$ cat src/shared/rsc_pkg.sv
`default_nettype none
package rsc_pkg;

    // Clock and time base
    localparam int unsigned CLK_FREQ_HZ      = 25_000_000;
    localparam int unsigned CLK_PERIOD_NS    = 1_000_000_000 / CLK_FREQ_HZ;

    // Power-on release delay, printed in microseconds
    localparam int unsigned T_POR_US         = 300;
    localparam int unsigned POR_DELAY_CYCLES = T_POR_US * (CLK_FREQ_HZ / 1_000_000);

    // Least hold time of any reset, rounded up to whole cycles
    localparam int unsigned T_HOLD_NS        = 160;
    localparam int unsigned HOLD_CYCLES      =
        (T_HOLD_NS + CLK_PERIOD_NS - 1) / CLK_PERIOD_NS;

    // Time the pin is ignored after the controller stops driving it
    localparam int unsigned T_PIN_GUARD_NS   = 120;
    localparam int unsigned PIN_GUARD_CYCLES =
        (T_PIN_GUARD_NS + CLK_PERIOD_NS - 1) / CLK_PERIOD_NS;

    // Register indices; byte address is four times the index
    localparam logic [11:0] CAUSE_REG_INDEX   = 12'h0ef;
    localparam logic [11:0] MONITOR_REG_INDEX = 12'h0ff;
    localparam logic [31:0] CAUSE_REG_ADDR    = {18'h00000, CAUSE_REG_INDEX, 2'h0};
    localparam logic [31:0] MONITOR_REG_ADDR  = {18'h00000, MONITOR_REG_INDEX, 2'h0};

    // Write-side bit positions of the cause register
    localparam int unsigned WR_CMP_ENABLE_BIT = 5;
    localparam int unsigned WR_SW_FORCE_BIT   = 4;
    localparam int unsigned WR_MCD_ENABLE_BIT = 2;
    localparam int unsigned WR_MON_SELECT_BIT = 1;

    // Bit positions of the supply monitor control register
    localparam int unsigned MON_ENABLE_BIT    = 7;
    localparam int unsigned MON_STATUS_BIT    = 6;

    // Reset values
    localparam logic [7:0]  CAUSE_POR_VALUE   = 8'h02;
    localparam logic        MON_ENABLE_RESET  = 1'b1;
    localparam logic        MON_SELECT_RESET  = 1'b1;
    localparam logic        MCD_ENABLE_RESET  = 1'b0;
    localparam logic        CMP_ENABLE_RESET  = 1'b0;
    localparam logic [4:0]  SOURCES_IDLE      = 5'h10;

    // State forced onto the core for reset exit
    localparam logic [15:0] PC_START          = 16'h0000;
    localparam logic [7:0]  PORT_LATCH_RESET  = 8'hff;

    // Bus encodings
    localparam logic [1:0]  HTRANS_NONSEQ     = 2'h2;
    localparam logic        HRESP_OKAY        = 1'h0;

    // Cause flags in their read-back bit order
    typedef struct packed {
        logic reserved;
        logic flash;
        logic comparator;
        logic software;
        logic watchdog;
        logic missing_clock;
        logic power_on;
        logic pin;
    } rsc_causes_t;

    // Asynchronous reset sources, pin is active low
    typedef struct packed {
        logic pin_n;
        logic supply_low;
        logic comparator_low;
        logic clock_stall;
        logic watchdog_expire;
    } rsc_sources_t;

    // Defaults presented to the core and ports during reset
    typedef struct packed {
        logic [15:0] pc_start;
        logic [7:0]  port_latch;
        logic        open_drain;
        logic        low_drive;
        logic        weak_pullup;
        logic        watchdog_enable;
        logic        internal_osc;
    } rsc_exit_t;

endpackage
`default_nettype wire

$ cat src/logic/rsc_sync.sv
`timescale 1ns/1ps
`default_nettype none
module rsc_sync #(
    parameter int unsigned        WIDTH     = 1,
    parameter logic [WIDTH-1:0]   RESET_VAL = '0
) (
    input  wire logic             clk,
    input  wire logic             reset,
    input  wire logic [WIDTH-1:0] d,
    output logic      [WIDTH-1:0] q
);

    logic [WIDTH-1:0] meta_q;

    // Two-stage synchroniser, first stage feeds only the second
    always_ff @(posedge clk or posedge reset) begin
        if (reset) begin
            meta_q <= RESET_VAL;
            q      <= RESET_VAL;
        end else begin
            meta_q <= d;
            q      <= meta_q;
        end
    end

endmodule // rsc_sync
`default_nettype wire

$ cat src/logic/rsc_controller.sv
// Behaviour
// - reset halts core, loads registers, quiets interrupts
// - data memory kept; only stack pointer reloads
// - port latches all ones, open-drain, pullups on
// - power-on and supply resets drive pin low
// - exit: PC zero, watchdog on, internal oscillator
// - power-on flag set; other resets clear it
// - power-on enables and selects supply monitor
// - monitored low supply drives pin, holds core
// - supply reset skips power-on delay, flags power-on
// - power-on sets monitor enable and select; bus writes to the monitor and cause registers also change them
// - flash erase/write ignored while monitor disabled
// - low pin resets; pin flag set afterwards
// - missing clock detector timeout causes reset
// - missing clock flag reads cause; write enables
// - internal resets leave the reset pin alone
// - comparator enable bit; reset while input low
// - watchdog expiry resets and sets its flag
// - flash access faults reset and set flag
// - software force bit resets and reads back
// - cause reads and enable writes are separate
`timescale 1ns/1ps
`default_nettype none
module rsc_controller #(
    parameter int unsigned POR_DELAY = rsc_pkg::POR_DELAY_CYCLES
) (
    input  wire logic                 clk,
    input  wire logic                 reset,
    // AHB-Lite slave
    input  wire logic                 hsel,
    input  wire logic [31:0]          haddr,
    input  wire logic [1:0]           htrans,
    input  wire logic                 hwrite,
    input  wire logic [2:0]           hsize,
    input  wire logic [31:0]          hwdata,
    input  wire logic                 hready,
    output logic                      hreadyout,
    output logic                      hresp,
    output logic      [31:0]          hrdata,
    // Asynchronous reset sources
    input  wire rsc_pkg::rsc_sources_t sources_async,
    // Same-clock fault and flash requests
    input  wire logic                 flash_fault,
    input  wire logic                 flash_write_req,
    input  wire logic                 flash_erase_req,
    output logic                      flash_write_ok,
    output logic                      flash_erase_ok,
    // Reset pin, open drain
    output logic                      reset_pin_out,
    output logic                      reset_pin_oe,
    // Core side
    output logic                      core_reset,
    output rsc_pkg::rsc_exit_t        exit_cfg,
    output rsc_pkg::rsc_causes_t      causes
);
    import rsc_pkg::*;

    localparam int unsigned PW = $clog2(POR_DELAY + 1);
    localparam int unsigned HW = $clog2(HOLD_CYCLES + 1);
    localparam int unsigned GW = $clog2(PIN_GUARD_CYCLES + 1);

    typedef enum logic [1:0] {
        ST_POR_DELAY,
        ST_HOLD,
        ST_RUN
    } rsc_state_t;

    rsc_state_t   state_q;
    rsc_sources_t src;
    rsc_causes_t  cause_q;
    rsc_causes_t  entry_cause;
    logic [PW-1:0] por_cnt_q;
    logic [HW-1:0] hold_cnt_q;
    logic [GW-1:0] guard_cnt_q;
    logic          pin_drive_q;
    logic          mon_enable_q;
    logic          mon_select_q;
    logic          mcd_enable_q;
    logic          cmp_enable_q;
    logic          sw_req_q;
    logic          wr_pend_q;
    logic [31:0]   wr_addr_q;
    logic [31:0]   hrdata_q;
    logic          core_reset_q;
    rsc_exit_t     exit_cfg_q;
    logic          addr_phase;
    logic [31:0]   read_word;
    logic          supply_trip;
    logic          pin_trip;
    logic          mcd_trip;
    logic          cmp_trip;
    logic          wdt_trip;
    logic          flash_trip;
    logic          any_trip;
    logic          level_active;
    logic          guard_done;

    // Pins and foreign-clock sources enter through two flip-flops
    rsc_sync #(
        .WIDTH     (5),
        .RESET_VAL (SOURCES_IDLE)
    ) rsc_sync_i (
        .clk   (clk),
        .reset (reset),
        .d     (sources_async),
        .q     (src)
    );

    // Trip conditions from each source
    assign guard_done  = (guard_cnt_q == '0);
    assign supply_trip = mon_enable_q & mon_select_q & src.supply_low;
    assign pin_trip    = ~src.pin_n & ~pin_drive_q & guard_done;
    assign mcd_trip    = mcd_enable_q & src.clock_stall;
    assign cmp_trip    = cmp_enable_q & src.comparator_low;
    assign wdt_trip    = src.watchdog_expire;
    assign flash_trip  = flash_fault;
    assign any_trip    = supply_trip | pin_trip | mcd_trip | cmp_trip
                       | wdt_trip | flash_trip | sw_req_q;

    // Sources that keep the core in reset while they last
    assign level_active = supply_trip | mcd_trip | cmp_trip
                        | (~src.pin_n & ~pin_drive_q);

    // Cause word taken at reset entry
    always_comb begin
        entry_cause = '0;
        if (supply_trip) begin
            entry_cause.power_on = 1'b1;
        end else begin
            entry_cause.pin           = pin_trip;
            entry_cause.missing_clock = mcd_trip;
            entry_cause.comparator    = cmp_trip;
            entry_cause.watchdog      = wdt_trip;
            entry_cause.flash         = flash_trip;
            entry_cause.software      = sw_req_q;
            entry_cause.power_on      = 1'b0;
        end
    end

    // Sequencer state
    always_ff @(posedge clk or posedge reset) begin
        if (reset) begin
            state_q <= ST_POR_DELAY;
        end else begin
            unique case (state_q)
                ST_POR_DELAY: begin
                    if (por_cnt_q == '0 && !src.supply_low) begin
                        state_q <= ST_RUN;
                    end
                end
                ST_HOLD: begin
                    if (hold_cnt_q == '0 && !level_active) begin
                        state_q <= ST_RUN;
                    end
                end
                ST_RUN: begin
                    if (any_trip) begin
                        state_q <= ST_HOLD;
                    end
                end
                default: begin
                    state_q <= ST_HOLD;
                end
            endcase
        end
    end

    // Power-on release delay, only after a true power-on
    always_ff @(posedge clk or posedge reset) begin
        if (reset) begin
            por_cnt_q <= PW'(POR_DELAY);
        end else if (state_q == ST_POR_DELAY && por_cnt_q != '0) begin
            por_cnt_q <= por_cnt_q - PW'(1);
        end
    end

    // Least hold time for every other reset
    always_ff @(posedge clk or posedge reset) begin
        if (reset) begin
            hold_cnt_q <= '0;
        end else if (state_q == ST_RUN) begin
            hold_cnt_q <= HW'(HOLD_CYCLES);
        end else if (hold_cnt_q != '0) begin
            hold_cnt_q <= hold_cnt_q - HW'(1);
        end
    end

    // Cause flags captured at entry and frozen through reset
    always_ff @(posedge clk or posedge reset) begin
        if (reset) begin
            cause_q <= rsc_causes_t'(CAUSE_POR_VALUE);
        end else if (state_q == ST_RUN && any_trip) begin
            cause_q <= entry_cause;
        end
    end

    // Reset pin driven low only for power-on and supply resets
    always_ff @(posedge clk or posedge reset) begin
        if (reset) begin
            pin_drive_q <= 1'b1;
        end else if (state_q == ST_RUN) begin
            pin_drive_q <= any_trip & supply_trip;
        end else if (state_q == ST_POR_DELAY) begin
            if (por_cnt_q == '0 && !src.supply_low) begin
                pin_drive_q <= 1'b0;
            end
        end else if (state_q == ST_HOLD) begin
            if (hold_cnt_q == '0 && !level_active) begin
                pin_drive_q <= 1'b0;
            end
        end
    end

    // Pin ignored briefly after release while it floats back up
    always_ff @(posedge clk or posedge reset) begin
        if (reset) begin
            guard_cnt_q <= GW'(PIN_GUARD_CYCLES);
        end else if (pin_drive_q) begin
            guard_cnt_q <= GW'(PIN_GUARD_CYCLES);
        end else if (guard_cnt_q != '0) begin
            guard_cnt_q <= guard_cnt_q - GW'(1);
        end
    end

    // Core reset level, high while not running or on a trip
    always_ff @(posedge clk or posedge reset) begin
        if (reset) begin
            core_reset_q <= 1'b1;
        end else begin
            core_reset_q <= (state_q != ST_RUN) || any_trip;
        end
    end

    // Defaults held in and out of reset; data memory has no reset path
    always_ff @(posedge clk or posedge reset) begin
        if (reset) begin
            exit_cfg_q.pc_start        <= PC_START;
            exit_cfg_q.port_latch      <= PORT_LATCH_RESET;
            exit_cfg_q.open_drain      <= 1'b1;
            exit_cfg_q.low_drive       <= 1'b1;
            exit_cfg_q.weak_pullup     <= 1'b1;
            exit_cfg_q.watchdog_enable <= 1'b1;
            exit_cfg_q.internal_osc    <= 1'b1;
        end else begin
            exit_cfg_q.pc_start        <= PC_START;
            exit_cfg_q.port_latch      <= PORT_LATCH_RESET;
            exit_cfg_q.open_drain      <= 1'b1;
            exit_cfg_q.low_drive       <= 1'b1;
            exit_cfg_q.weak_pullup     <= 1'b1;
            exit_cfg_q.watchdog_enable <= 1'b1;
            exit_cfg_q.internal_osc    <= 1'b1;
        end
    end

    // Bus address phase
    assign addr_phase = hsel & hready & (htrans == HTRANS_NONSEQ);

    // Read mux; enables written through the cause register are write-only and never shown
    always_comb begin
        read_word = '0;
        if (haddr == CAUSE_REG_ADDR) begin
            read_word = {24'h000000, cause_q};
            read_word[7] = 1'b0;
        end else if (haddr == MONITOR_REG_ADDR) begin
            read_word[MON_ENABLE_BIT] = mon_enable_q;
            read_word[MON_STATUS_BIT] = ~src.supply_low;
        end
    end

    // Write pending and read data capture
    always_ff @(posedge clk or posedge reset) begin
        if (reset) begin
            wr_pend_q <= 1'b0;
            wr_addr_q <= '0;
            hrdata_q  <= '0;
        end else begin
            wr_pend_q <= addr_phase & hwrite;
            if (addr_phase) begin
                wr_addr_q <= haddr;
                hrdata_q  <= hwrite ? 32'h00000000 : read_word;
            end
        end
    end

    // Supply monitor enable and select set at power-on and by bus writes
    always_ff @(posedge clk or posedge reset) begin
        if (reset) begin
            mon_enable_q <= MON_ENABLE_RESET;
            mon_select_q <= MON_SELECT_RESET;
        end else if (wr_pend_q) begin
            if (wr_addr_q == MONITOR_REG_ADDR) begin
                mon_enable_q <= hwdata[MON_ENABLE_BIT];
            end
            if (wr_addr_q == CAUSE_REG_ADDR) begin
                mon_select_q <= hwdata[WR_MON_SELECT_BIT];
            end
        end
    end

    // Source enables written through the cause register
    always_ff @(posedge clk or posedge reset) begin
        if (reset) begin
            mcd_enable_q <= MCD_ENABLE_RESET;
            cmp_enable_q <= CMP_ENABLE_RESET;
        end else if (wr_pend_q && wr_addr_q == CAUSE_REG_ADDR) begin
            mcd_enable_q <= hwdata[WR_MCD_ENABLE_BIT];
            cmp_enable_q <= hwdata[WR_CMP_ENABLE_BIT];
        end
    end

    // Software force, one-cycle request
    always_ff @(posedge clk or posedge reset) begin
        if (reset) begin
            sw_req_q <= 1'b0;
        end else begin
            sw_req_q <= wr_pend_q && wr_addr_q == CAUSE_REG_ADDR
                        && hwdata[WR_SW_FORCE_BIT];
        end
    end

    // Flash erase and write gated by the monitor enable
    assign flash_write_ok = flash_write_req & mon_enable_q;
    assign flash_erase_ok = flash_erase_req & mon_enable_q;

    // Bus outputs, slave never stalls
    assign hreadyout     = 1'b1;
    assign hresp         = HRESP_OKAY;
    assign hrdata        = hrdata_q;

    // Pin only ever pulled low; core reset and exit state
    assign reset_pin_out = 1'b0;
    assign reset_pin_oe  = pin_drive_q;
    assign core_reset    = core_reset_q;
    assign exit_cfg      = exit_cfg_q;
    assign causes        = cause_q;

endmodule // rsc_controller
`default_nettype wire

$ cat config.mk
export PLATFORM = sky130hd
export DESIGN_NAME = rsc_controller
export DESIGN_NICKNAME = d
export VERILOG_FILES = /design/src/shared/rsc_pkg.sv /design/src/logic/rsc_sync.sv /design/src/logic/rsc_controller.sv
export SDC_FILE = /design/constraint.sdc
export NUM_CORES = 1
export LEC_CHECK = 0
export BUFFER_PORTS_ARGS = -buffer_cell sky130_fd_sc_hd__buf_2
export CELL_PAD_IN_SITES_DETAIL_PLACEMENT = 1
export CELL_PAD_IN_SITES_GLOBAL_PLACEMENT = 1
export CORE_UTILIZATION = 40
export DETAILED_ROUTE_END_ITERATION = 8
export PLACE_DENSITY_LB_ADDON = 0.15
export SLEW_MARGIN = 20
export SYNTH_ARGS = -nofsm -noshare
export SYNTH_HDL_FRONTEND = slang
export SYNTH_SLANG_ARGS = --single-unit
$ cat constraint.sdc
create_clock -name clk -period 3.9 [get_ports clk]
set_input_delay 0 -clock clk [delete_from_list [all_inputs] [get_ports clk]]
set_output_delay 0 -clock clk [all_outputs]
set_load 0.05 [all_outputs]
==> metrics.md <==
| Metric | Value |
|---|---|
| Post-CTS setup buffer count | 0 |
| Worst hold path type | in -> reg |
| Post-Route Setup TNS | 0 ns |
| Sink Count | 85 |
| Layout fillers | 1098 |
| Avg WL per Cell | 14.3 microns |
| CP Data Arrival Time | 2.27 ns |
| Commonest cells after routing, fill and taps aside | buf_2, dfrtp_1, conb_1, dlygate4sd3_1, mux2_2 |
| Number of global-route vias before repair | 2837 |
| R2r setup slk | 1.87 ns |
| Final ANT Viol Nets | 0 |
| DR iter-0 viols | 48 |
| Largest area contributor in the netlist | dfrtp_1 |
| Multi-input combinational cell area | 1580 sq um |
| Cells after Synth | 355 |
| CTS Root Cell | clkbuf_8 |
| Synth Cell Area | 4030 sq um |
| Via count | 2824 |
| P per Cell Area | 487 nW/um^2 |
| Pre-Repair DR Iteration Count | 4 |
| Final min period | 2.03 ns |
| Max_slew headroom | 0.486 |
| Status | finished, final reports clean |
| Worst slew pin tran | 0.770 ns |
| Post-synth EDFFs | 0 |
| Mapped Avg Cell Area | 11.3 sq um |
| CTS buffer count | 9 |
| Nets | 558 |
| Period utilization | 0.521 |
| Post-synth top area share | 0.429 |
| Register area | 2150 sq um |
| Critical path class | reg -> reg |
| Leakage Power | 0.00234 uW |
| # diodes | 0 |
| Largest net degree at the start of global routing | 45 |
| Setup violators final | 0 |
| # IOs | 158 |
| Drc violations | 0 |
| Syn. warnings | 0 |
| Reg2Reg Depth | 4 |
| Min-delay src | sources_async[3] |
| Critical Path RT | 4.14 ns |
| First-pass GRT wire length | 14.2 mm |
| Async set-reset flop share out of synthesis | 1.00 |
| Max rail drop VDD | 0.268 mV |
| Hold Worst Slack | 0.278 ns |
| Routed WL | 8.73 mm |
| Startpoint types | flop |
| Clk buf depth | 2 |
| Worst-Skew Late Latency | 0.35 ns |
| PortBufs | 70 |
| H-tree depth | 3 |
| Hold Crit Depth | 2 |
| Slew Limit Fails | 0 |
| Clk slew on worst S/H paths | 0.08 ns |
| Die Y | 102 microns |
| Ys flop type | dfrtp_1 |
| Fmax | 492 MHz |
| GP Congestion | 0.750 |
| Endpoints failing hold | 0 |
| Grt total ovfl | 0 |
| Post-synthesis register bit count | 85 |
| Area added between synthesis and finish | 23.0% |
| RSZ-0062 raised after global routing | false |
| Final Skew | 0.00536 ns |
| Initial antenna violation count | 0 |
| Hpwl dp | 5.90 mm |
| Area contributors post-synth | dfrtp_1, buf_4, dfstp_2, mux2_2, nand2_1 |
| Post-synth cell types | 44 |
| CORE AREA | 9770 sq um |
| Crit end category | flop |
| Post-synthesis sequential area ratio | 0.533 |
| Effective utilization at floorplan | 0.412 |
| Share of cells above drive strength 1 | 0.306 |
| Die area | 10500 sq um |
| Via-per-instance ratio | 4.63 |
| Worst Path Max Fanout | 4 |
| CTS tree | built |
| Total GRT Usage | 0.183 |
| Max cap viols | 0 |
| Hold endpoint | rsc_sync_i.meta_q[3] |
| Die width | 102 microns |
| R2r endpoint | cmp_enable_q |
| Reg2Reg Launch Point | wr_addr_q[17] |
| Most common cell after layout, fill and taps aside | buf_2 |
| Rows | 36 |
-- kinds of logic (layout without fill, tap and decap cells) --
| logic type | count (synthesis) | after routing | synth area share |
|---|---|---|---|
| buffers and inverters | 78 | 145 | 0.126 |
| other | 2 | 57 | 0.00186 |
| and+or+nand+nor | 109 | 109 | 0.157 |
| muxes | 38 | 38 | 0.106 |
| xor gates and xnor gates | 10 | 10 | 0.0217 |
| DFF | 85 | 85 | 0.533 |
| adders and majority gates | 4 | 4 | 0.0124 |
| AOI/OAI and AO/OA | 29 | 29 | 0.0432 |
-- per-stage QoR --
stage	power, uW	instance area (sq um)	instances	setup WS [ns]	util
after CTS	2440	4960	610	1.82	0.507
after detailed placement	1770	4310	549	1.85	0.441
final	2410	4960	610	1.87	0.507
after global routing	2550	4960	610	1.71	0.507
after floorplan	1660	4240	410	1.73	-
after global placement	1750	4310	549	1.86	0.441
-- synthesized netlist by cell type, drive strengths merged, types with 3 or more instances --
cell type  number
dfrtp          69
buf            58
mux2           36
nand2          33
o21ai          19
dfstp          16
nor4           14
inv            12
nand2b         12
clkbuf          8
nor2            8
nand3           7
nor3            6
xnor2           5
xor2            5
and2            4
ha              4
nand4           4
nor4b           4
or4             4
nand3b          3
-- worst max-delay path: stages, from the launching register on --
cell	delay [ns]
dfrtp_1	0.39
nor4_1	0.36
nand4_1	0.23
nor3_1	0.55
mux2_2	0.40
-- routing by layer --
metal  wire length, microns  vias to the layer above  track usage  share of wire
li1                       -                     1340            -              -
met3                    336                       14       0.0342          0.038
met5                      0                        -            0              0
met2                   4290                       93        0.293           0.49
met4                    172                        0       0.0791          0.020
met1                   3940                     1377        0.244           0.45
-- worst max-delay path by stage --
stage	startpoint	end	slack [ns]
finish	wr_addr_q[17]	cmp_enable_q	1.87
floorplan	reset	causes[0]	1.73
global route	wr_addr_q[17]	cmp_enable_q	1.71
global placement	wr_addr_q[17]	cmp_enable_q	1.86
CTS	wr_addr_q[17]	cmp_enable_q	1.82
detailed placement	wr_addr_q[17]	cmp_enable_q	1.85
-- power breakdown --
part | internal [uW] | total (uW) | leakage (uW) | switching [uW]
Sequential | 1030 | 1130 | 0.00103 | 107
Clock | 311 | 628 | 0.0000943 | 318
Combinational | 221 | 652 | 0.00122 | 430
Total | 1560 | 2410 | 0.00234 | 855
-- registers in the layout (all words and copies together) (netlist names) --
register,flops
sw_req_q,1
causes,7
por_cnt_q,13
core_reset,1
reset_pin_oe,1
rsc_sync_i.q,5
guard_cnt_q,2
cmp_enable_q,1
mon_select_q,1
wr_pend_q,1
wr_addr_q,32
state_q,2
hrdata,8
rsc_sync_i.meta_q,5
hold_cnt_q,3
mcd_enable_q,1
mon_enable_q,1
-- cell type report --
class	instances	share of cell area
inverter	12	0.00934
clock buffer	10	0.0278
multi-input combinational	247	0.319
tap	133	0.0336
sequential	85	0.433
clock inverter	6	0.0126
timing repair buffer	117	0.165
-- repair_timing --
action	in CTS	in global routing
resized for setup	0	0
hold buffers	45	0
endpoints found under the setup margin	0	0
endpoints found under the hold margin	74	0
No activity file was read; power rests on OpenSTA's default activity.
